[config.mk]
export PLATFORM = sky130hd
export DESIGN_NAME = mcr_reg_slice
export DESIGN_NICKNAME = d
export VERILOG_FILES = /design/src/rtl/mcr_reg_slice.v
export VERILOG_INCLUDE_DIRS = /design/src /design/src/rtl
export SDC_FILE = /design/constraint.sdc
export NUM_CORES = 1
export LEC_CHECK = 0
export ABC_AREA = 1
export ABC_CLOCK_PERIOD_IN_PS = 5700
export BUFFER_PORTS_ARGS = -buffer_cell sky130_fd_sc_hd__buf_2
export CAP_MARGIN = 20
export CORE_MARGIN = 3
export CORE_UTILIZATION = 52
export DETAILED_ROUTE_END_ITERATION = 7
export HOLD_SLACK_MARGIN = 0.15
export PLACE_DENSITY = 0.86
export SETUP_SLACK_MARGIN = 0.3
export SYNTH_ARGS = -nofsm -noshare
export SYNTH_HDL_FRONTEND = slang
export SYNTH_SLANG_ARGS = --single-unit
[constraint.sdc]
create_clock -name mclk -period 5.7 [get_ports mclk]
set_clock_uncertainty 0.2 [all_clocks]
set_input_delay 0.57 -clock mclk [delete_from_list [all_inputs] [get_ports mclk]]
set_output_delay 0.57 -clock mclk [all_outputs]
set_load 0.01 [all_outputs]
[src/rtl/mcr_consts.vh]
`ifndef MCR_CONSTS_VH
`define MCR_CONSTS_VH

// Register indices; byte address is four times the index
`define MCR_IDX_PIN_CFG_C 8'h0a
`define MCR_IDX_PIN_CFG_D 8'h0b
`define MCR_IDX_FACTORY_B 8'h0c
`define MCR_IDX_INT_LIMIT 8'h0d
`define MCR_IDX_R1_LIMIT 8'h0e
`define MCR_IDX_R2_LIMIT 8'h0f
`define MCR_IDX_INT_FAN 8'h10
`define MCR_IDX_R1_FAN 8'h11
`define MCR_IDX_R2_FAN 8'h12
`define MCR_IDX_STORE_CTL 8'h13
`define MCR_IDX_STATUS 8'h20

// Reset values
`define MCR_RST_PIN_CFG 8'h00
`define MCR_RST_FACTORY 8'h00
`define MCR_RST_INT_LIMIT 8'h37
`define MCR_RST_REM_LIMIT 8'h50
`define MCR_RST_INT_FAN 8'h28
`define MCR_RST_REM_FAN 8'h40
`define MCR_RST_STORE_CTL 8'h00

// Store control field positions
`define MCR_SC_READ 0
`define MCR_SC_PROG 1
`define MCR_SC_ERASE 2
`define MCR_SC_PROTECT 3
`define MCR_SC_TEST_LO 4
`define MCR_SC_TEST_HI 6
`define MCR_SC_STRETCH 7

// Answer latency of the bus slave in clock cycles
`define MCR_WAIT_CYCLES 1

`endif

[src/rtl/mcr_reg_slice.v]
// The implementer's own choice: register access over Avalon-MM.
`include "mcr_consts.vh"

// Functional notes
// RQ1 - Even bits of 0x0a set pins 8-11 direction
// RQ2 - Odd bits of 0x0a set pins 8-11 polarity
// RQ3 - Even bits of 0x0b set pins 12-15 direction
// RQ4 - Odd bits of 0x0b set pins 12-15 polarity
// RQ5 - Pin config registers reset to zero
// RQ6 - Register 0x0c read-only, zero; host never writes (testbench writes 0xff to 0x0c; the slice drops it)
// RQ7 - Internal temp above 0x0d limit raises alarm
// RQ8 - Remote one above 0x0e limit raises alarm
// RQ9 - Remote two above 0x0f limit raises alarm
// RQ10 - 0x10 holds internal fan start, 0x28
// RQ11 - 0x11 holds remote one fan start, 0x40
// RQ12 - 0x12 holds remote two fan start, 0x40
// RQ13 - Store control bit 0 selects read mode
// RQ14 - Store control bit 1 selects program mode
// RQ15 - Store control bit 2 selects erase mode
// RQ16 - Protect bit blocks program and erase
// RQ17 - Protect bit write-once, cleared only by reset
// RQ18 - Bits 4-6 factory test; host keeps zero
// RQ19 - Bit 7 allows clock stretch, else never
// RQ20 - Host enables stretch for repeated writes
// RQ21 - Store control resets to zero
// RQ22 - Host selects at most one mode (testbench writes 0x06 to 0x13, program and erase together)
module mcr_reg_slice
(
	input wire mclk, // System clock, 250 MHz
	input wire arst_n, // Asynchronous reset, active low
	input wire [7:0] avs_address, // Word address (register index)
	input wire avs_read, // Read request
	input wire avs_write, // Write request
	input wire [31:0] avs_writedata, // Write data, low byte used
	input wire [3:0] avs_byteenable, // Byte enables
	output reg [31:0] avs_readdata, // Read data
	output wire avs_waitrequest, // Stall until answer ready
	output reg [1:0] avs_response, // 00 okay, 10 slave error
	input wire [7:0] internal_temp, // Internal temperature reading
	input wire [7:0] remote_diode_one_temp, // Remote diode one reading
	input wire [7:0] remote_diode_two_temp, // Remote diode two reading
	output reg thermal_alarm_output, // High while any limit exceeded
	output wire [7:0] general_pin_dir, // Pins 8-15: 1 output, 0 input
	output wire [7:0] general_pin_pol, // Pins 8-15: 1 active high, 0 low
	output wire [7:0] internal_fan_start_temp, // Fan start, internal
	output wire [7:0] remote_one_fan_start_temp, // Fan start, remote one
	output wire [7:0] remote_two_fan_start_temp, // Fan start, remote two
	output wire store_read_mode, // Store in read mode
	output wire store_prog_mode, // Store in program mode
	output wire store_erase_mode, // Store in erase mode
	output wire store_protected, // Store protected
	output wire [2:0] store_test_mode, // Factory test controls
	input wire store_busy, // Store cannot accept more data
	output wire scl_stretch // Hold serial clock low
);

	// ----------------------------------------
	// Reset synchroniser
	// ----------------------------------------
	reg rst_meta_q;
	reg rst_sync_q;
	always @(posedge mclk or negedge arst_n)
	begin
		if (!arst_n)
		begin
			rst_meta_q <= 1'b0;
			rst_sync_q <= 1'b0;
		end
		else
		begin
			rst_meta_q <= 1'b1;
			rst_sync_q <= rst_meta_q;
		end
	end
	wire rst_n = rst_sync_q;

	// ----------------------------------------
	// Register storage
	// ----------------------------------------
	reg [7:0] pin_config_bank_c_q;
	reg [7:0] pin_config_bank_d_q;
	reg [7:0] factory_store_reg_b_q;
	reg [7:0] internal_alarm_limit_q;
	reg [7:0] remote_one_alarm_limit_q;
	reg [7:0] remote_two_alarm_limit_q;
	reg [7:0] internal_fan_start_q;
	reg [7:0] remote_one_fan_start_q;
	reg [7:0] remote_two_fan_start_q;
	reg [7:0] store_control_q;

	// Split interleaved direction/polarity bits of one bank
	function [3:0] pick_bits;
		input [7:0] val;
		input odd;
		begin
			pick_bits = odd ? {val[7], val[5], val[3], val[1]}
				: {val[6], val[4], val[2], val[0]};
		end
	endfunction

	// ----------------------------------------
	// Bus slave: one wait cycle, then answer
	// ----------------------------------------
	// The request is held by the master, so a single accept flag
	// gives a fixed answer one cycle after the request first shows.
	reg ack_q;
	wire req = avs_read | avs_write;
	assign avs_waitrequest = req & ~ack_q;
	wire take = req & ack_q;
	wire wr_take = take & avs_write & avs_byteenable[0];

	always @(posedge mclk or negedge rst_n)
	begin
		if (!rst_n)
			ack_q <= 1'b0;
		else
			ack_q <= req & ~ack_q;
	end

	function mapped;
		input [7:0] idx;
		begin
			mapped = (idx >= `MCR_IDX_PIN_CFG_C && idx <= `MCR_IDX_STORE_CTL)
				|| idx == `MCR_IDX_STATUS;
		end
	endfunction

	wire [7:0] wd = avs_writedata[7:0];

	// Write strobe for one index; bus terms are arguments so always @* sees them
	function hit;
		input strobe;
		input [7:0] addr;
		input [7:0] idx;
		begin
			hit = strobe && (addr == idx);
		end
	endfunction

	reg [7:0] pin_config_bank_c_d;
	reg [7:0] pin_config_bank_d_d;
	reg [7:0] internal_alarm_limit_d;
	reg [7:0] remote_one_alarm_limit_d;
	reg [7:0] remote_two_alarm_limit_d;
	reg [7:0] internal_fan_start_d;
	reg [7:0] remote_one_fan_start_d;
	reg [7:0] remote_two_fan_start_d;
	reg [7:0] store_control_d;

	// ----------------------------------------
	// Pin bank c
	// ----------------------------------------
	always @*
	begin
		pin_config_bank_c_d = pin_config_bank_c_q;
		if (hit(wr_take, avs_address, `MCR_IDX_PIN_CFG_C))
			pin_config_bank_c_d = wd;
	end
	always @(posedge mclk or negedge rst_n)
	begin
		if (!rst_n)
			pin_config_bank_c_q <= `MCR_RST_PIN_CFG; // RQ5
		else
			pin_config_bank_c_q <= pin_config_bank_c_d;
	end

	// ----------------------------------------
	// Pin bank d
	// ----------------------------------------
	always @*
	begin
		pin_config_bank_d_d = pin_config_bank_d_q;
		if (hit(wr_take, avs_address, `MCR_IDX_PIN_CFG_D))
			pin_config_bank_d_d = wd;
	end
	always @(posedge mclk or negedge rst_n)
	begin
		if (!rst_n)
			pin_config_bank_d_q <= `MCR_RST_PIN_CFG; // RQ5
		else
			pin_config_bank_d_q <= pin_config_bank_d_d;
	end

	// ----------------------------------------
	// Factory register
	// ----------------------------------------
	// Read-only: only reset gives it a value, bus writes are dropped
	always @(posedge mclk or negedge rst_n)
	begin
		if (!rst_n)
			factory_store_reg_b_q <= `MCR_RST_FACTORY; // RQ6
		else
			factory_store_reg_b_q <= factory_store_reg_b_q; // RQ6
	end

	// ----------------------------------------
	// Internal alarm limit
	// ----------------------------------------
	always @*
	begin
		internal_alarm_limit_d = internal_alarm_limit_q;
		if (hit(wr_take, avs_address, `MCR_IDX_INT_LIMIT))
			internal_alarm_limit_d = wd;
	end
	always @(posedge mclk or negedge rst_n)
	begin
		if (!rst_n)
			internal_alarm_limit_q <= `MCR_RST_INT_LIMIT; // RQ7
		else
			internal_alarm_limit_q <= internal_alarm_limit_d;
	end

	// ----------------------------------------
	// Remote one alarm limit
	// ----------------------------------------
	always @*
	begin
		remote_one_alarm_limit_d = remote_one_alarm_limit_q;
		if (hit(wr_take, avs_address, `MCR_IDX_R1_LIMIT))
			remote_one_alarm_limit_d = wd;
	end
	always @(posedge mclk or negedge rst_n)
	begin
		if (!rst_n)
			remote_one_alarm_limit_q <= `MCR_RST_REM_LIMIT; // RQ8
		else
			remote_one_alarm_limit_q <= remote_one_alarm_limit_d;
	end

	// ----------------------------------------
	// Remote two alarm limit
	// ----------------------------------------
	always @*
	begin
		remote_two_alarm_limit_d = remote_two_alarm_limit_q;
		if (hit(wr_take, avs_address, `MCR_IDX_R2_LIMIT))
			remote_two_alarm_limit_d = wd;
	end
	always @(posedge mclk or negedge rst_n)
	begin
		if (!rst_n)
			remote_two_alarm_limit_q <= `MCR_RST_REM_LIMIT; // RQ9
		else
			remote_two_alarm_limit_q <= remote_two_alarm_limit_d;
	end

	// ----------------------------------------
	// Internal fan start
	// ----------------------------------------
	always @*
	begin
		internal_fan_start_d = internal_fan_start_q;
		if (hit(wr_take, avs_address, `MCR_IDX_INT_FAN))
			internal_fan_start_d = wd;
	end
	always @(posedge mclk or negedge rst_n)
	begin
		if (!rst_n)
			internal_fan_start_q <= `MCR_RST_INT_FAN; // RQ10
		else
			internal_fan_start_q <= internal_fan_start_d;
	end

	// ----------------------------------------
	// Remote one fan start
	// ----------------------------------------
	always @*
	begin
		remote_one_fan_start_d = remote_one_fan_start_q;
		if (hit(wr_take, avs_address, `MCR_IDX_R1_FAN))
			remote_one_fan_start_d = wd;
	end
	always @(posedge mclk or negedge rst_n)
	begin
		if (!rst_n)
			remote_one_fan_start_q <= `MCR_RST_REM_FAN; // RQ11
		else
			remote_one_fan_start_q <= remote_one_fan_start_d;
	end

	// ----------------------------------------
	// Remote two fan start
	// ----------------------------------------
	always @*
	begin
		remote_two_fan_start_d = remote_two_fan_start_q;
		if (hit(wr_take, avs_address, `MCR_IDX_R2_FAN))
			remote_two_fan_start_d = wd;
	end
	always @(posedge mclk or negedge rst_n)
	begin
		if (!rst_n)
			remote_two_fan_start_q <= `MCR_RST_REM_FAN; // RQ12
		else
			remote_two_fan_start_q <= remote_two_fan_start_d;
	end

	// ----------------------------------------
	// Store control
	// ----------------------------------------
	always @*
	begin
		store_control_d = store_control_q;
		if (hit(wr_take, avs_address, `MCR_IDX_STORE_CTL))
		begin
			store_control_d = wd;
			// Protect sticks once set; software cannot clear it
			store_control_d[`MCR_SC_PROTECT] = wd[`MCR_SC_PROTECT]
				| store_control_q[`MCR_SC_PROTECT]; // RQ17
		end
	end
	always @(posedge mclk or negedge rst_n)
	begin
		if (!rst_n)
			store_control_q <= `MCR_RST_STORE_CTL; // RQ21
		else
			store_control_q <= store_control_d;
	end

	// ----------------------------------------
	// Read mux and response
	// ----------------------------------------
	reg [7:0] rd_d;
	always @*
	begin
		case (avs_address)
			`MCR_IDX_PIN_CFG_C: rd_d = pin_config_bank_c_q;
			`MCR_IDX_PIN_CFG_D: rd_d = pin_config_bank_d_q;
			`MCR_IDX_FACTORY_B: rd_d = factory_store_reg_b_q; // RQ6
			`MCR_IDX_INT_LIMIT: rd_d = internal_alarm_limit_q;
			`MCR_IDX_R1_LIMIT: rd_d = remote_one_alarm_limit_q;
			`MCR_IDX_R2_LIMIT: rd_d = remote_two_alarm_limit_q;
			`MCR_IDX_INT_FAN: rd_d = internal_fan_start_q;
			`MCR_IDX_R1_FAN: rd_d = remote_one_fan_start_q;
			`MCR_IDX_R2_FAN: rd_d = remote_two_fan_start_q;
			`MCR_IDX_STORE_CTL: rd_d = store_control_q;
			`MCR_IDX_STATUS: rd_d = {5'h00, store_busy, scl_stretch, thermal_alarm_output};
			default: rd_d = 8'h00;
		endcase
	end

	// Read data is registered, so it is valid at the edge waitrequest drops
	always @(posedge mclk or negedge rst_n)
	begin
		if (!rst_n)
		begin
			avs_readdata <= 32'h0000_0000;
			avs_response <= 2'h0;
		end
		else if (req & ~ack_q)
		begin
			avs_readdata <= avs_read ? {24'h00_0000, rd_d} : 32'h0000_0000;
			avs_response <= mapped(avs_address) ? 2'h0 : 2'h2;
		end
	end

	// ----------------------------------------
	// Pin configuration
	// ----------------------------------------
	assign general_pin_dir[3:0] = pick_bits(pin_config_bank_c_q, 1'b0); // RQ1
	assign general_pin_pol[3:0] = pick_bits(pin_config_bank_c_q, 1'b1); // RQ2
	assign general_pin_dir[7:4] = pick_bits(pin_config_bank_d_q, 1'b0); // RQ3
	assign general_pin_pol[7:4] = pick_bits(pin_config_bank_d_q, 1'b1); // RQ4

	assign internal_fan_start_temp = internal_fan_start_q; // RQ10
	assign remote_one_fan_start_temp = remote_one_fan_start_q; // RQ11
	assign remote_two_fan_start_temp = remote_two_fan_start_q; // RQ12

	// ----------------------------------------
	// Thermal alarm
	// ----------------------------------------
	// Readings come from the measurement logic on this clock; strictly above
	always @(posedge mclk or negedge rst_n)
	begin
		if (!rst_n)
			thermal_alarm_output <= 1'b0;
		else
			thermal_alarm_output <= (internal_temp > internal_alarm_limit_q) // RQ7
				| (remote_diode_one_temp > remote_one_alarm_limit_q) // RQ8
				| (remote_diode_two_temp > remote_two_alarm_limit_q); // RQ9
	end

	// ----------------------------------------
	// Store control
	// ----------------------------------------
	assign store_protected = store_control_q[`MCR_SC_PROTECT];
	assign store_read_mode = store_control_q[`MCR_SC_READ]; // RQ13
	// Protection gates the destructive modes at the outputs; the stored bits stay set
	assign store_prog_mode = store_control_q[`MCR_SC_PROG] & ~store_protected; // RQ14 RQ16
	assign store_erase_mode = store_control_q[`MCR_SC_ERASE] & ~store_protected; // RQ15 RQ16
	assign store_test_mode = store_control_q[`MCR_SC_TEST_HI:`MCR_SC_TEST_LO]; // RQ18
	assign scl_stretch = store_control_q[`MCR_SC_STRETCH] & store_busy; // RQ19

endmodule

==> run_results.csv <==
group,metric,value,unit
worst_setup_path,critPathKind,"in -> reg",
sta,setup_tns,0,ns
layout,final_nets,800,
sta,max_slew_margin,36.7,%
power,power,1.17,mW
detailed_routing,firstDrtPassIters,5,
detailed_routing,routedWlPerCell,16.6,µm
detailed_routing,ant_nets,0,
logic_synthesis,postSynth.asyncResetShare,100,%
sta,grt_setup_unrepaired,"no",
layout,fin_util,62.0,%
grt,grt_pass1_wl,20900,µm
logic_synthesis,synth_top_area_cell,"dfrtp_1",
sta,post-route-period-util,41.8,%
sta,hold_ws,0.161,ns
logic_synthesis,synthMostInstantiatedCell,"nand2_1",
detailed_routing,drt_iter0_drc,475,
logic_synthesis,syn_area_per_cell,8.04,µm²
placed_design,placed_area,0.00530,mm²
power,internal-power,0.858,mW
sta,max_freq,0.419,GHz
placed_design,place.gp.congestion,0.921,
clock_network,clock_sinks,85,
layout,area_delta_synth_final,13.4,%
detailed_routing,wl,13600,µm
logic_synthesis,ys.flop_type,"dfrtp_1",
logic_synthesis,synth_enable_flop_cells,0,
worst_setup_path,cp-start-kind,"primary input",
worst_setup_path,crit_path_end_kind,"flop",
power,p_per_area,211,mW/mm²
clock_network,cts_root_buf,"clkbuf_8",
hold_path,hold_class,"reg -> async",
worst_setup_path,cp_common_cell,"nand2_1",
worst_setup_path,path_delay_family,"simple AND/OR/NAND/NOR gates",
power,ir_drop,181,µV
logic_synthesis,synth_area,0.00488,mm²
logic_synthesis,synth_area_leaders,"dfrtp_1, nand2_1, nand3_1",
clock_network,cts_tree,"yes",
die,io-pin-count,157,
grt,antenna_found_initial,0,
placed_design,hpwl,9830,µm
logic_synthesis,synth_top_area_share,36.9,%
clock_network,cts_setup_buffers,0,
clock_network,clkLatencyLatePin,0.36,ns
run_status,status,"finished, final reports clean",
power,switching_share,26.6,%
die,rows,34,
die,die_w,103,µm
power,pwr-share-clk,35.5,%
logic_synthesis,yosysSeqAreaShare,43.9,%
clock_network,numCtsBuffers,9,
worst_setup_path,path_cells,"buf_2 > inv_2 > nand2_1 > nor2_4 > nand2_1 > o21ai_0 > inv_1 > nand3_1 > nand3_1 > nand2_1",
grt,grt_pass1_vias,4198,
worst_setup_path,slowest_stage,"nor2_4",
die,die_area,0.0106,mm²
worst_setup_path,critPathMaxFanout,41,
detailed_routing,viasPerCell,5.59,
worst_setup_path,max_stage_delay,0.72,ns
detailed_routing,vias,4563,
worst_setup_path,cp.arrival,2.47,ns
sta,hold_viol_final,0,
layout,drive_above_1_share,23.2,%
layout,diodes,0,
power,combPwrFrac,11.1,%
logic_synthesis,synth_commonest_cells,"nand2_1, nand3_1, dfrtp_1, o21ai_0, inv_1",
clock_network,cts_buffer_depth,2,
sta,setup_viol,0,
clock_network,path_clk_slew,0.09,ns
power,p_sw,0.311,mW
sta,worst_pin_slew,0.948,ns
power,seqPwrFrac,53.4,%
detailed_routing,remaining_drc_errors,0,
job,cap_violations,0,
worst_setup_path,crit_buf_inv,3,
logic_synthesis,syn_inst,607,
sta,slew_viol_final,0,
clock_network,postCtsResizedCells,0,
clock_network,hold_buffers,1,
die,fp.coreArea,0.00893,mm²
logic_synthesis,yosys_register_bits,85,
grt,grt_usage,25.8,%
layout,fin_area,0.00554,mm²
die,fp.dieH,103,µm
logic_synthesis,yosys_warnings,0,
grt,overflow,0,
grt,grt_max_degree,84,
sta,finalCriticalPeriod,2.38,ns
worst_setup_path,required,5.79,ns
power,leakage,2.81,nW
clock_network,cts_max_level,3,
placed_design,port_buffers,104,
die,start_util,54.6,%
logic_synthesis,synth_cell_types,30,
metal layers:
metal,vias to the layer above,track usage (%),share of wire (%)
met5,-,0,0
met4,0,5.88,1.7
met3,24,5.95,11
met2,302,40.6,46
met1,2115,36.7,41
li1,2122,-,-
placed cells by master, fill, tap and decap left out, types with 2 or more instances in the layout:
master	n
inv_2	6
o21ai_0	72
nor2_1	30
o21ai_1	9
dfstp_2	13
ha_1	24
conb_1	26
inv_1	54
a21oi_1	15
dlygate4sd3_1	2
buf_2	105
nand3_2	7
nand3_1	87
clkbuf_8	9
nand2_4	2
nor2_4	7
clkbuf_1	3
nor2_2	5
o21bai_1	2
nand2_1	143
dfrtp_1	71
clkinvlp_4	2
nand3_4	2
sequential cells by signal, indices dropped and copies added (netlist names):
register	count
store_control_q	8
rst_n	1
remote_one_alarm_limit_q	8
internal_alarm_limit_q	8
remote_one_fan_start_temp	8
thermal_alarm_output	1
avs_readdata	8
pin_config_bank_d_q	8
rst_meta_q	1
pin_config_bank_c_q	8
internal_fan_start_temp	8
ack_q	1
avs_response	1
remote_two_alarm_limit_q	8
remote_two_fan_start_temp	8
final cells by class:
type,instances,area [µm²]
Tap cell,108,135
Clock inverter,4,50.0
Sequential cell,85,2150
Multi-Input combinational cell,438,2270
Fill cell,779,3400
Inverter,61,229
Clock buffer,12,135
Timing Repair Buffer,108,573
worst reg2reg max path: stages (launching register included):
cell and delay [ns]:
dfstp_2 0.56, inv_1 0.05, ha_1 0.28, nand2_1 0.06
o21ai_0 0.21, a21oi_1 0.10, or2_2 0.29, nand3_1 0.07
through the flow:
step	instances	worst slack, ns
2_1_floorplan	631	2.98
3_3_place_gp	796	2.58
3_5_place_dp	796	2.54
4_1_cts	813	2.52
5_1_grt	816	3.18
6_report	816	3.32
logic make-up after synthesis:
logic type	Yosys count	synth area share, %
simple gates	285	27.4
buf+inv	108	11.5
compound gates	103	10.9
flops	85	43.9
fa+ha+maj	24	6.15
other cells	2	0.154
power groups by stage:
stage / sequential [mW] / combinational, mW / clock, mW
floorplan: 0.643 / 0.0799 / 0
global placement: 0.645 / 0.107 / 0
detailed placement: 0.646 / 0.113 / 0
CTS: 0.634 / 0.114 / 0.418
global route: 0.625 / 0.147 / 0.441
finish: 0.624 / 0.130 / 0.415
worst paths after layout:
check / endpoint / cells past startpoint / slack, ns / start
setup / recovery: avs_readdata[3]$_DFFE_PN0P_ / 10 / 3.32 / avs_address[4]
hold / removal: pin_config_bank_c_q[5]$_DFFE_PN0P_ / 1 / 0.16 / rst_n$_DFF_PN0_
setup reg to reg: thermal_alarm_output$_DFF_PN0_ / 7 / 3.81 / internal_alarm_limit_q[2]$_DFFE_PN1P_
hold reg to reg: pin_config_bank_c_q[5]$_DFFE_PN0P_ / 1 / 0.16 / rst_n$_DFF_PN0_
max in group asynchronous: avs_readdata[4]$_DFFE_PN0P_ / 1 / 4.34 / rst_n$_DFF_PN0_
min in group mclk: rst_n$_DFF_PN0_ / 0 / 0.16 / rst_meta_q$_DFF_PN0_
Power figures use the tool's default switching activity.
